===== src/reset_matrix_regs.svh =====
// Register offsets, field positions and timing counts of the reset condition matrix
`ifndef RESET_MATRIX_REGS_SVH
`define RESET_MATRIX_REGS_SVH

// Word byte addresses
`define RM_CTRL_ADDR      6'h00
`define RM_STAT_ADDR      6'h04
`define RM_IRQ_STAT_ADDR  6'h08
`define RM_IRQ_CLR_ADDR   6'h0C
`define RM_IRQ_EN_ADDR    6'h10
`define RM_DIAG_ADDR      6'h14
`define RM_GEN_ADDR       6'h18

// Control register fields
`define RM_CTRL_CAN_BIT   0
`define RM_CTRL_LIN_BIT   1
`define RM_CTRL_CAN_WAKE_ENABLE_BIT 2
`define RM_CTRL_LIN_WAKE_ENABLE_BIT 3
`define RM_CTRL_AR_BIT    4
`define RM_CTRL_ACT_BIT   5
`define RM_CTRL_DSO_BIT   6
`define RM_CTRL_W         7
`define RM_CTRL_RESET     7'h00

// Condition numbering, shared by status, interrupt and diagnosis layouts
`define RM_NCOND          7

// Timing in microseconds and derived cycles at 100 MHz
`define RM_CLK_MHZ        100
`define RM_TPU_US         1000
`define RM_TDEL_US        1000
`define RM_TPU_CYC        (`RM_TPU_US * `RM_CLK_MHZ)
`define RM_TDEL_CYC       (`RM_TDEL_US * `RM_CLK_MHZ)
`define RM_DSO_CYC        1000

`endif


===== src/reset_matrix_pkg.sv =====
// Types for the reset condition matrix
package reset_matrix_pkg;
  // Transceiver mode, ordered least to most restrictive
  typedef enum logic [1:0] {
    XCVR_CFG,
    XCVR_RX_ONLY,
    XCVR_OFF
  } xcvr_mode_t;

  // Condition indices
  typedef enum logic [2:0] {
    C_IPOR, C_EPOR, C_UV5, C_UVT, C_OV5, C_OVT, C_OVB
  } cond_idx_t;

  typedef enum logic [1:0] {
    RAMP_UP,
    EPOR_HOLD,
    NORMAL
  } seq_state_t;
endpackage


===== src/reset_condition_effect_matrix.sv =====
// Reset and supply condition effect matrix with Wishbone control registers
//
// The implementer's own choices: the placing of the registers and the Wishbone register port.
`timescale 1ns/1ps
`default_nettype none
`include "reset_matrix_regs.svh"

// Contract
// - Power stages off on both PORs, main UV/OV and battery OV only.
// - Delayed outputs off on PORs and battery OV, delayed off on main UV/OV.
// - Transceivers off in internal POR, receive-only in ECU POR or main UV.
// - Transceivers off during main OV, restore configuration after release.
// - Tracker faults and battery OV keep configured transceiver behaviour.
// - After reset output rises, wait delay before applying stored transceiver setup.
// - Internal POR pulls both reset outputs low when supply allows.
// - Reset outputs low on ECU POR, main UV/OV; released otherwise.
// - Watchdog sequence and heartbeat reset on PORs, main UV/OV; restart after.
// - Watchdog, error, power-down, reset counters and safe timer cleared likewise.
// - Afterrun, wake enables, question, activation, configs, wd diagnosis cleared likewise; the CAN and LIN config bits are kept through main OV.
// - Logic bits reset on PORs and main UV; diagnosis set on UV and faults.
// - General reset applies to every bit not separately handled.
// - Active delayed switch-off preserves power-stage bits through reset.
// - ECU POR applies after ramp-up to normal, held for power-up time.
// - Supplies disabled during internal POR.
module reset_condition_effect_matrix
  import reset_matrix_pkg::*;
#(
  parameter int TPU_CYC  = `RM_TPU_CYC,
  parameter int TDEL_CYC = `RM_TDEL_CYC,
  parameter int DSO_CYC  = `RM_DSO_CYC
) (
  input  wire logic        clk_i,
  input  wire logic        rst_i,
  // Wishbone classic slave
  input  wire logic        cyc_i,
  input  wire logic        stb_i,
  input  wire logic        we_i,
  input  wire logic [5:0]  adr_i,
  input  wire logic [3:0]  sel_i,
  input  wire logic [31:0] dat_i,
  output logic      [31:0] dat_o,
  output logic             ack_o,
  output logic             err_o,
  // Detected conditions
  input  wire logic        int_por_i,
  input  wire logic        pd_supply_ok_i,
  input  wire logic        ramp_done_i,
  input  wire logic        main_uv_i,
  input  wire logic        main_ov_i,
  input  wire logic        trk_uv_i,
  input  wire logic        trk_ov_i,
  input  wire logic        bat_ov_i,
  // Effects
  output logic             supplies_en_o,
  output logic             stages_en_o,
  output logic             delayed_out_en_o,
  output logic [1:0]       can_mode_o,
  output logic [1:0]       lin_mode_o,
  output logic             can_wake_en_o,
  output logic             lin_wake_en_o,
  output logic             monitor_reset_line_o,
  output logic             monitor_reset_line_oe_o,
  output logic             mcu_reset_o,
  output logic             mcu_reset_oe_o,
  output logic             wd_restart_o,
  output logic             wd_clear_o,
  output logic             logic_clear_o,
  output logic             irq_o
);

  localparam int CW = $clog2(TPU_CYC + TDEL_CYC + DSO_CYC + 1);
  localparam int NC = `RM_NCOND;

  logic [`RM_CTRL_W-1:0] ctrl_reg;
  logic [NC-1:0]         irq_stat_reg;
  logic [NC-1:0]         irq_en_reg;
  logic [NC-1:0]         diag_reg;
  logic [7:0]            gen_reg;
  logic [7:0]            pstage_reg;
  logic [NC-1:0]         cond;
  logic [NC-1:0]         cond_prev_reg;
  seq_state_t            seq_reg;
  logic [CW-1:0]         tpu_cnt_reg;
  logic [CW-1:0]         tdel_cnt_reg;
  logic [CW-1:0]         dso_cnt_reg;
  logic                  dso_active_reg;
  logic                  epor;
  logic                  rst_low;
  logic                  rst_low_prev_reg;
  logic                  hard_clear;
  logic                  xcvr_off;
  logic                  xcvr_rx;
  logic                  tdel_busy;
  xcvr_mode_t            xmode;
  logic                  wr;
  logic                  rd;
  logic                  hit;
  logic                  dso_start;
  logic [31:0]           dat_next;

  // ECU power-on reset: held for the power-up time after ramp-up completes
  always_ff @(posedge clk_i) begin
    if (rst_i || int_por_i) begin
      seq_reg     <= RAMP_UP;
      tpu_cnt_reg <= '0;
    end else begin
      case (seq_reg)
        RAMP_UP: if (ramp_done_i) begin
          seq_reg     <= EPOR_HOLD;
          tpu_cnt_reg <= CW'(TPU_CYC - 1);
        end
        EPOR_HOLD: if (tpu_cnt_reg == '0) begin
          seq_reg <= NORMAL;
        end else begin
          tpu_cnt_reg <= tpu_cnt_reg - 1'b1;
        end
        NORMAL: seq_reg <= NORMAL;
        default: seq_reg <= RAMP_UP;
      endcase
    end
  end

  // ECU reset begins on the edge that ramp-up completes, so the reset lines
  // see no one-cycle gap between internal and ECU power-on reset
  assign epor = (seq_reg == EPOR_HOLD) ||
                (seq_reg == RAMP_UP && ramp_done_i && !int_por_i);

  // Condition vector, bit order shared by status, interrupt and diagnosis words
  assign cond[0] = int_por_i;
  assign cond[1] = epor;
  assign cond[2] = main_uv_i;
  assign cond[3] = trk_uv_i;
  assign cond[4] = main_ov_i;
  assign cond[5] = trk_ov_i;
  assign cond[6] = bat_ov_i;

  // Conditions that pull the reset lines and clear watchdog state
  assign rst_low    = int_por_i | epor | main_uv_i | main_ov_i;
  assign hard_clear = rst_low;

  // Start seen combinationally so the delayed outputs never blink off in the
  // cycle in which main UV/OV first appears
  assign dso_start = (main_uv_i || main_ov_i) && !dso_active_reg &&
                     ctrl_reg[`RM_CTRL_DSO_BIT];

  // Delayed switch-off: started by main UV/OV, overridden by harder faults
  always_ff @(posedge clk_i) begin
    if (rst_i || int_por_i || epor || bat_ov_i) begin
      dso_active_reg <= 1'b0;
      dso_cnt_reg    <= '0;
    end else if (dso_start) begin
      dso_active_reg <= 1'b1;
      dso_cnt_reg    <= CW'(DSO_CYC - 1);
    end else if (dso_active_reg) begin
      if (dso_cnt_reg == '0) begin
        dso_active_reg <= 1'b0;
      end else begin
        dso_cnt_reg <= dso_cnt_reg - 1'b1;
      end
    end
  end

  // Delay after reset release before transceiver setup applies
  // Previous level starts high so a bench or power-up release also waits
  // Any new reset condition restarts the wait from zero
  always_ff @(posedge clk_i) begin
    rst_low_prev_reg <= rst_i ? 1'b1 : rst_low;
    if (rst_i) begin
      tdel_cnt_reg <= '0;
    end else if (rst_low) begin
      tdel_cnt_reg <= '0;
    end else if (rst_low_prev_reg) begin
      tdel_cnt_reg <= CW'(TDEL_CYC);
    end else if (tdel_cnt_reg != '0) begin
      tdel_cnt_reg <= tdel_cnt_reg - 1'b1;
    end
  end

  assign tdel_busy = rst_low_prev_reg || (tdel_cnt_reg != '0);

  // Transceiver requests from each condition
  assign xcvr_off = int_por_i | main_ov_i;
  assign xcvr_rx  = epor | main_uv_i | tdel_busy;

  // Most restrictive mode wins: off beats receive-only beats stored setup
  always_comb begin
    if (xcvr_off) begin
      xmode = XCVR_OFF;
    end else if (xcvr_rx) begin
      xmode = XCVR_RX_ONLY;
    end else begin
      xmode = XCVR_CFG;
    end
  end

  // Effect outputs, registered
  // One clock of latency, traded for glitch-free levels at the pins
  always_ff @(posedge clk_i) begin
    if (rst_i) begin
      supplies_en_o    <= 1'b0;
      stages_en_o      <= 1'b0;
      delayed_out_en_o <= 1'b0;
      can_mode_o       <= 2'h2;
      lin_mode_o       <= 2'h2;
      wd_restart_o     <= 1'b0;
      wd_clear_o       <= 1'b1;
      logic_clear_o    <= 1'b1;
    end else begin
      supplies_en_o    <= !int_por_i;
      stages_en_o      <= !(rst_low || bat_ov_i);
      delayed_out_en_o <= !(int_por_i || epor || bat_ov_i) &&
                          (!(main_uv_i || main_ov_i) || dso_active_reg || dso_start);
      can_mode_o       <= (xmode == XCVR_CFG && !ctrl_reg[`RM_CTRL_CAN_BIT]) ? 2'h2 : 2'(xmode);
      lin_mode_o       <= (xmode == XCVR_CFG && !ctrl_reg[`RM_CTRL_LIN_BIT]) ? 2'h2 : 2'(xmode);
      wd_clear_o       <= hard_clear;
      wd_restart_o     <= rst_low_prev_reg && !rst_low;
      logic_clear_o    <= int_por_i || epor || main_uv_i;
    end
  end

  assign can_wake_en_o = ctrl_reg[`RM_CTRL_CAN_WAKE_ENABLE_BIT] && xmode == XCVR_CFG;
  assign lin_wake_en_o = ctrl_reg[`RM_CTRL_LIN_WAKE_ENABLE_BIT] && xmode == XCVR_CFG;

  // Open drain reset lines: drive low only, pull-up gives high
  // Data is tied low; only the enables move, so a line is never driven high
  // In internal POR below the pull-down supply limit the lines are left to the pull-up
  assign monitor_reset_line_o    = 1'b0;
  assign mcu_reset_o             = 1'b0;
  assign monitor_reset_line_oe_o = int_por_i ? pd_supply_ok_i : rst_low;
  assign mcu_reset_oe_o          = int_por_i ? pd_supply_ok_i : rst_low;

  // Bus decode: single cycle ack, error on unmapped word
  // Ack or err high blocks a second take while the master still holds stb
  assign hit = adr_i[1:0] == 2'h0 && adr_i <= `RM_GEN_ADDR;
  assign wr  = cyc_i && stb_i && we_i && !ack_o && !err_o && hit && sel_i[0];
  assign rd  = cyc_i && stb_i && !we_i && !ack_o && !err_o;

  always_ff @(posedge clk_i) begin
    if (rst_i) begin
      ack_o <= 1'b0;
      err_o <= 1'b0;
    end else begin
      ack_o <= cyc_i && stb_i && !ack_o && !err_o && hit;
      err_o <= cyc_i && stb_i && !ack_o && !err_o && !hit;
    end
  end

  // Control bits: wake enables, afterrun and activation cleared by hard faults;
  // CAN and LIN select bits survive main OV so the setup can return after it
  // The delayed-off enable is cleared too, so an expired switch-off cannot rearm
  always_ff @(posedge clk_i) begin
    if (rst_i || int_por_i || epor || main_uv_i) begin
      ctrl_reg <= `RM_CTRL_RESET;
    end else if (main_ov_i) begin
      ctrl_reg[`RM_CTRL_CAN_WAKE_ENABLE_BIT] <= 1'b0;
      ctrl_reg[`RM_CTRL_LIN_WAKE_ENABLE_BIT] <= 1'b0;
      ctrl_reg[`RM_CTRL_AR_BIT]    <= 1'b0;
      ctrl_reg[`RM_CTRL_ACT_BIT]   <= 1'b0;
      ctrl_reg[`RM_CTRL_DSO_BIT]   <= 1'b0;
    end else if (wr && adr_i == `RM_CTRL_ADDR) begin
      ctrl_reg <= dat_i[`RM_CTRL_W-1:0];
    end
  end

  // General logic bits, reset by PORs and main UV only
  always_ff @(posedge clk_i) begin
    if (rst_i || int_por_i || epor || main_uv_i) begin
      gen_reg <= 8'h00;
    end else if (wr && adr_i == `RM_GEN_ADDR) begin
      gen_reg <= dat_i[7:0];
    end
  end

  // Power-stage bits survive reset while delayed switch-off runs
  always_ff @(posedge clk_i) begin
    if (rst_i || ((int_por_i || epor || main_uv_i) && !(dso_active_reg || dso_start))) begin
      pstage_reg <= 8'h00;
    end else if (wr && adr_i == `RM_GEN_ADDR) begin
      pstage_reg <= dat_i[15:8];
    end
  end

  // Diagnosis bits: set by UV and fault conditions, set beats clear
  always_ff @(posedge clk_i) begin
    if (rst_i || int_por_i || epor) begin
      diag_reg <= '0;
    end else begin
      diag_reg <= (diag_reg & ~((wr && adr_i == `RM_DIAG_ADDR) ? dat_i[NC-1:0] : '0))
                  | {bat_ov_i, trk_ov_i, 1'b0, trk_uv_i, main_uv_i, 2'b00};
    end
  end

  // Interrupt status: sticky on condition rise, set wins over clear
  always_ff @(posedge clk_i) begin
    cond_prev_reg <= rst_i ? '0 : cond;
    if (rst_i) begin
      irq_stat_reg <= '0;
    end else begin
      irq_stat_reg <= (irq_stat_reg & ~((wr && adr_i == `RM_IRQ_CLR_ADDR) ? dat_i[NC-1:0] : '0))
                      | (cond & ~cond_prev_reg);
    end
  end

  always_ff @(posedge clk_i) begin
    if (rst_i) begin
      irq_en_reg <= '0;
    end else if (wr && adr_i == `RM_IRQ_EN_ADDR) begin
      irq_en_reg <= dat_i[NC-1:0];
    end
  end

  assign irq_o = |(irq_stat_reg & irq_en_reg);

  // Read data mux, clear-register and unmapped words read as zero
  always_comb begin
    case (adr_i)
      `RM_CTRL_ADDR:     dat_next = 32'(ctrl_reg);
      `RM_STAT_ADDR:     dat_next = {21'h0, dso_active_reg, tdel_busy, 2'(xmode), cond};
      `RM_IRQ_STAT_ADDR: dat_next = 32'(irq_stat_reg);
      `RM_IRQ_EN_ADDR:   dat_next = 32'(irq_en_reg);
      `RM_DIAG_ADDR:     dat_next = 32'(diag_reg);
      `RM_GEN_ADDR:      dat_next = {16'h0, pstage_reg, gen_reg};
      default:           dat_next = 32'h0000_0000;
    endcase
  end

  // Read data held until the next read, so a slow master still sees it
  always_ff @(posedge clk_i) begin
    if (rst_i) begin
      dat_o <= 32'h0000_0000;
    end else if (rd) begin
      dat_o <= dat_next;
    end
  end

endmodule
`default_nettype wire


===== config.mk =====
export PLATFORM = sky130hd
export DESIGN_NAME = reset_condition_effect_matrix
export DESIGN_NICKNAME = d
export VERILOG_FILES = /design/src/reset_matrix_pkg.sv /design/src/reset_condition_effect_matrix.sv
export VERILOG_INCLUDE_DIRS = /design/src /design/src/src
export SDC_FILE = /design/constraint.sdc
export NUM_CORES = 1
export LEC_CHECK = 0
export BUFFER_PORTS_ARGS = -buffer_cell sky130_fd_sc_hd__buf_2
export CELL_PAD_IN_SITES_DETAIL_PLACEMENT = 0
export CELL_PAD_IN_SITES_GLOBAL_PLACEMENT = 1
export CORE_MARGIN = 2
export CORE_UTILIZATION = 43
export CTS_BUF_LIST = sky130_fd_sc_hd__clkbuf_8
export DETAILED_ROUTE_END_ITERATION = 10
export HOLD_SLACK_MARGIN = 0.03
export PLACE_DENSITY_LB_ADDON = 0.25
export REMOVE_ABC_BUFFERS = 1
export SYNTH_ARGS = -nofsm -noshare
export SYNTH_HDL_FRONTEND = slang
export SYNTH_SLANG_ARGS = --single-unit

===== constraint.sdc =====
create_clock -name clk_i -period 2.8 [get_ports clk_i]
set_clock_uncertainty 0.15 [all_clocks]
set_input_delay 0.28 -clock clk_i [delete_from_list [all_inputs] [get_ports clk_i]]
set_output_delay 0.28 -clock clk_i [all_outputs]
set_load 0.02 [all_outputs]

Word level (Yosys, flattened, before mapping)
Cells that the tools add are included.

Flip-flop bits (word level): 152. Output and inout bits: 51. Word-level logic and storage cells: 159.

$add $sub $neg: 3. $lt $le $gt $ge: 1. Eq/ne operators: 12. Multiplexer cells: 20. Bitwise logic cells: 17. Reductions and logical operators: 80.

Operator list (number): $pmux 16 s6 (1); $sub 18x1->18 const B (3); $logic_not 18->1 (2); $mux 18 (2); $pmux 18 s2 (1); $mux 17 (2); $logic_and 1x1->1 (30); $mux 10 (3); $and 7x7->7 (4); $not 7->7 (3); $eq 6x5->1 const B (3); $reduce_bool 18->1 (1); $logic_or 1x1->1 (15); $mux 7 (2); $or 7x7->7 (2); $logic_not 1->1 (13); $eq 6x4->1 const B (2); $reduce_or 2->1 (5); $ne 2x2->1 const B (4); $reduce_and 2->1 (4); $reduce_or 7->1 (1); $eq 6x3->1 const B (1); $le 6x5->1 const B (1); $logic_not 2->1 (3); other kinds (11) (25).

Longest topological paths before layout
Word-level depth: 11. Depth in mapped cells: 8. Gate-level depth less buffers: 7.

Least setup slack after synthesis
OpenSTA, ideal clock, no wires.

Path type: register to output. From: reg tdel_cnt_reg[14]. To: out can_wake_en_o. Data arrival time: 1.925 ns. Data required time: 2.370 ns. Setup slack: 0.445 ns. Cell stages (with the launch flop): 7. Cells stage by stage: dfxtp_1 -> or2_2 -> nor4_1 -> clkbuf_1 -> nand4_1 -> nor3_1 -> and2_1.

Word-level cells in the longest chain between the ends: 7.

RTL lines: from (decl) (RTL line reset_condition_effect_matrix.sv:84) `logic [CW-1:0] tdel_cnt_reg;`; from (signal assigned) (RTL line reset_condition_effect_matrix.sv:173) `tdel_cnt_reg <= CW'(TDEL_CYC);`; from (signal assigned) (RTL line reset_condition_effect_matrix.sv:175) `tdel_cnt_reg <= tdel_cnt_reg - 1'b1;`; $reduce_bool 18->1 (RTL line reset_condition_effect_matrix.sv:179) `assign tdel_busy = rst_low_prev_reg || (tdel_cnt_reg != '0);`; $logic_or 1x1->1 (RTL line reset_condition_effect_matrix.sv:179); $or 1x1->1 (RTL line reset_condition_effect_matrix.sv:183) `assign xcvr_rx = epor | main_uv_i | tdel_busy;`; $mux 1 (RTL line reset_condition_effect_matrix.sv:189) `end else if (xcvr_rx) begin`; $mux 2 (RTL line reset_condition_effect_matrix.sv:187) `if (xcvr_off) begin`; $logic_not 2->1 (RTL line reset_condition_effect_matrix.sv:221) `` assign can_wake_en_o = ctrl_reg[`RM_CTRL_CAN_WAKE_ENABLE_BIT] && xmode == XCVR_CFG; ``; $logic_and 1x1->1 (RTL line reset_condition_effect_matrix.sv:221); to (decl) (RTL line reset_condition_effect_matrix.sv:59) `output logic can_wake_en_o,`.

Every way passes these cells.

Final worst setup path
From: reg tdel_cnt_reg[8]. To: out can_wake_en_o.

Same word-level chain as after synthesis.

==> results.tsv <==
stage	metric	value	unit
placement	Placed Instances	981	
yosys	synth top area cells	dfxtp_1 (43%), a21oi_1 (5.7%), nand2_1 (5.3%), mux2i_1 (4.0%), nor2_1 (3.7%)	
detailed_routing	drt total wl	15700	um
grt	number of antenna violations at the first check in global routing	0	
floorplanning	Die Wd	125	um
yosys	Post-synth EDFFs	0	
min_path	Hold Path End	irq_stat_reg[3]$_SDFF_PP0_	
layout	Layout Nets	899	
layout	Final Util	51.5	%
yosys	fraction of the mapped netlist area in adder cells	1.39	%
yosys	post-synthesis mux area share	4.51	%
detailed_routing	router iterations before antenna repair	6	
min_path	worst hold path depth	2	
clock_network	Clock Sinks	136	
clock_network	CTS clock-pin slew for the worst setup and hold paths	70	ps
sta	final hold vios	0	
detailed_routing	vias per cell	5.41	
layout	final non-filler cell total	1029	
yosys	Mapped Area	6300	um^2
sta	RSZ-0062 raised after global routing	false	
worst_setup_path	r2r setup slk	290	ps
placement	DP HPWL	11000	um
grt	GRT overflow	0	
clock_network	Post-CTS Setup Bufs	0	
sta	Final Critical Period	2670	ps
detailed_routing	vias post-DR	5563	
yosys	cell taking the most area after synthesis	dfxtp_1	
detailed_routing	wire per inst	15.2	um
detailed_routing	# DRC	0	
grt	first-pass GRT wire length	26200	um
layout	area grow syn2layout	17.9	%
placement	gpl congestion	0.793	
power	VDD IR-drop max	0.253	mV
yosys	top cells by count, synth	dfxtp_1 (136), nand2_1 (89), a21oi_1 (72), nor2_1 (62), clkbuf_1 (29)	
power	Leak	2.82	nW
clock_network	Clock Tree Root	clkbuf_8	
clock_network	Inserted Clock Buffers	17	
clock_network	CTS max path bufs	2	
worst_setup_path	CP required	2370	ps
sta	Slew HR	53.9	%
worst_setup_path	element type at the critical path start	flip-flop	
min_path	Hold Crit Start	rst_i	
job	Max Cap Viol	0	
yosys	area fraction of the dominant cell type after synthesis	43.2	%
placement	PortBufs	68	
worst_setup_path	CP Capture Type	output port	
yosys	Cell variety after synth	63	
yosys	Mean Syn Cell Area	8.44	um^2
clock_network	worst-skew pair later-pin latency	430	ps
yosys	async set-reset flop share out of synthesis	0	%
status	outcome	finished, final reports clean	
grt	gr usage total	20.5	%
worst_setup_path	reg-to-reg endpoint	tpu_cnt_reg[7]$_SDFFE_PP0P_	
yosys	ys flop type	dfxtp_1	
yosys	Post-Synth XOR/XNOR Area	2.64	%
detailed_routing	antenna-violating nets left	0	
worst_setup_path	r2r worst-path depth	7	
yosys	Synth Area in Simple Gates	25.2	%
sta	Final Cycle Share	95.3	%
floorplanning	Core ar.	14400	um^2
sta	fin. max-slew vios	0	
yosys	area fraction in compound gates after synthesis	17.2	%
power	pwr/cell area	540	nW/um^2
floorplanning	die area	15600	um^2
worst_setup_path	crit path max fanout	6	
sta	final setup fails	0	
grt	largest net degree at the start of global routing	27	
layout	fillcell total	1367	
grt	vias in the first global route	5443	
worst_setup_path	Crit Path Category	flip-flop to output port	
floorplanning	row cnt	44	
sta	hold_ws	85.8	ps
clock_network	CTS tree	done	
sta	slew at the pin closest to its max-slew limit	692	ps
yosys	sequential element share of the synthesized area	43.2	%
yosys	Ys Warns	0	
yosys	main combinational cell family by area after synthesis	simple AND/OR/NAND/NOR gates	
worst_setup_path	worst r2r src	seq_reg[1]$_SDFFE_PP0P_	
layout	ANT cells	0	
clock_network	H-tree depth	4	
floorplanning	Chip Height	125	um
detailed_routing	drt first-iter violations	349	
worst_setup_path	data arrival time of the critical path	2240	ps
yosys	Seq cells post-synth	136	
layout	layout cells sized above 1	17.4	%
floorplanning	initial core utilization	43.7	%
floorplanning	IO Pins	106	
yosys	Synth Instances	746	
sta	Max Freq	375	MHz
min_path	HP Class	input port to flip-flop	
placement	pre-CTS setup slack	179	ps
yosys	count leader, synth	dfxtp_1	
sta	final setup margin	131	ps
[power by group]
part | switching, mW | total, mW | leakage, nW | internal (mW)
registers | 0.0348 | 2.01 | 1.10 | 1.98
clock network | 0.681 | 1.53 | 0.198 | 0.852
logic | 0.274 | 0.461 | 1.51 | 0.187
[critical path: stages (launching register included)]
cell and delay (ps):
dfxtp_2 350, or4_4 570, nor3_4 150, nand4_1 210
nor3_4 210, and2_1 170, buf_4 140
[placed cells by master, fill, tap and decap left out, types with 3 or more instances in the layout]
cell	netlist	final
a211oi_1	7	7
a21boi_0	4	4
a21oi_1	72	72
a221oi_1	4	4
a22oi_1	4	4
a31oi_1	11	11
and2_1	6	6
buf_2	3	66
buf_4	20	24
clkbuf_8	0	21
conb_1	1	18
dfxtp_1	136	134
dlygate4sd3_1	0	21
ha_1	7	6
inv_1	17	19
mux2_2	3	3
mux2i_1	25	25
nand2_1	89	89
nand2b_1	11	11
nand3_1	19	19
nand3b_1	5	5
nand4_1	4	4
nor2_1	62	62
nor2b_1	16	16
nor3_1	21	19
nor4_1	12	11
o211ai_1	19	19
o21a_1	5	5
o21ai_0	27	26
o21ai_1	2	3
o31ai_1	5	5
or2_2	7	7
or3_1	18	18
or4_1	12	12
xnor2_1	15	15
xor2_1	4	4
[kinds of logic (layout without fill, tap and decap cells)]
group,after synthesis,count (layout)
AND/OR/NAND/NOR,306,306
AO/OA/AOI/OAI,176,176
flip-flops,136,136
buffers and inverters,73,155
multiplexers,28,28
XOR/XNOR,19,19
adder cells (fa/ha/maj),7,7
other,1,18
[final cells by class]
| class | count | area (um^2) | area share (%) |
|---|---|---|---|
| multi-input combinational | 554 | 3320 | 44.7 |
| clock inverter | 6 | 77.6 | 1.05 |
| tap | 184 | 230 | 3.10 |
| clock buffer | 21 | 289 | 3.89 |
| inverter | 17 | 63.8 | 0.860 |
| timing repair buffer | 111 | 721 | 9.71 |
| sequential | 136 | 2730 | 36.7 |
[worst max-delay path by stage]
stage	slack, ps	from	to
floorplan	-180	err_o$_SDFF_PP0_	irq_en_reg[0]$_SDFFE_PP0P_
global placement	330	seq_reg[1]$_SDFFE_PP0P_	tpu_cnt_reg[0]$_SDFFE_PP0P_
detailed placement	180	seq_reg[1]$_SDFFE_PP0P_	tpu_cnt_reg[1]$_SDFFE_PP0P_
CTS	20	tdel_cnt_reg[8]$_SDFFE_PP0P_	can_wake_en_o
global route	0.2	tdel_cnt_reg[8]$_SDFFE_PP0P_	lin_wake_en_o
finish	130	tdel_cnt_reg[8]$_SDFFE_PP0P_	can_wake_en_o
[layer usage]
layer	up-vias	GRT usage, %	share of wire [%]
met1	2625	26.3	46
met4	0	7.12	0.79
met3	8	4.41	4.7
met2	129	34.2	48
met5	-	0	0
li1	2801	-	-
[timing repair]
| item | CTS | global route |
|---|---|---|
| hold buffers | 21 | 0 |
| gates resized for setup | 8 | 3 |
| hold endpoints to repair | 47 | 0 |
| endpoints found under the setup margin | 2 | 4 |
| pin swaps | 5 | 3 |
[stage by stage]
stage / total power, mW / area [um^2] / TNS (ps)
floorplan: 2.33 / 6060 / -1290
global placement: 2.48 / 6810 / 0
detailed placement: 2.49 / 6810 / 0
CTS: 4.05 / 7410 / 0
global route: 4.20 / 7420 / 0
finish: 4.01 / 7420 / 0
Power figures use the tool's default switching activity.
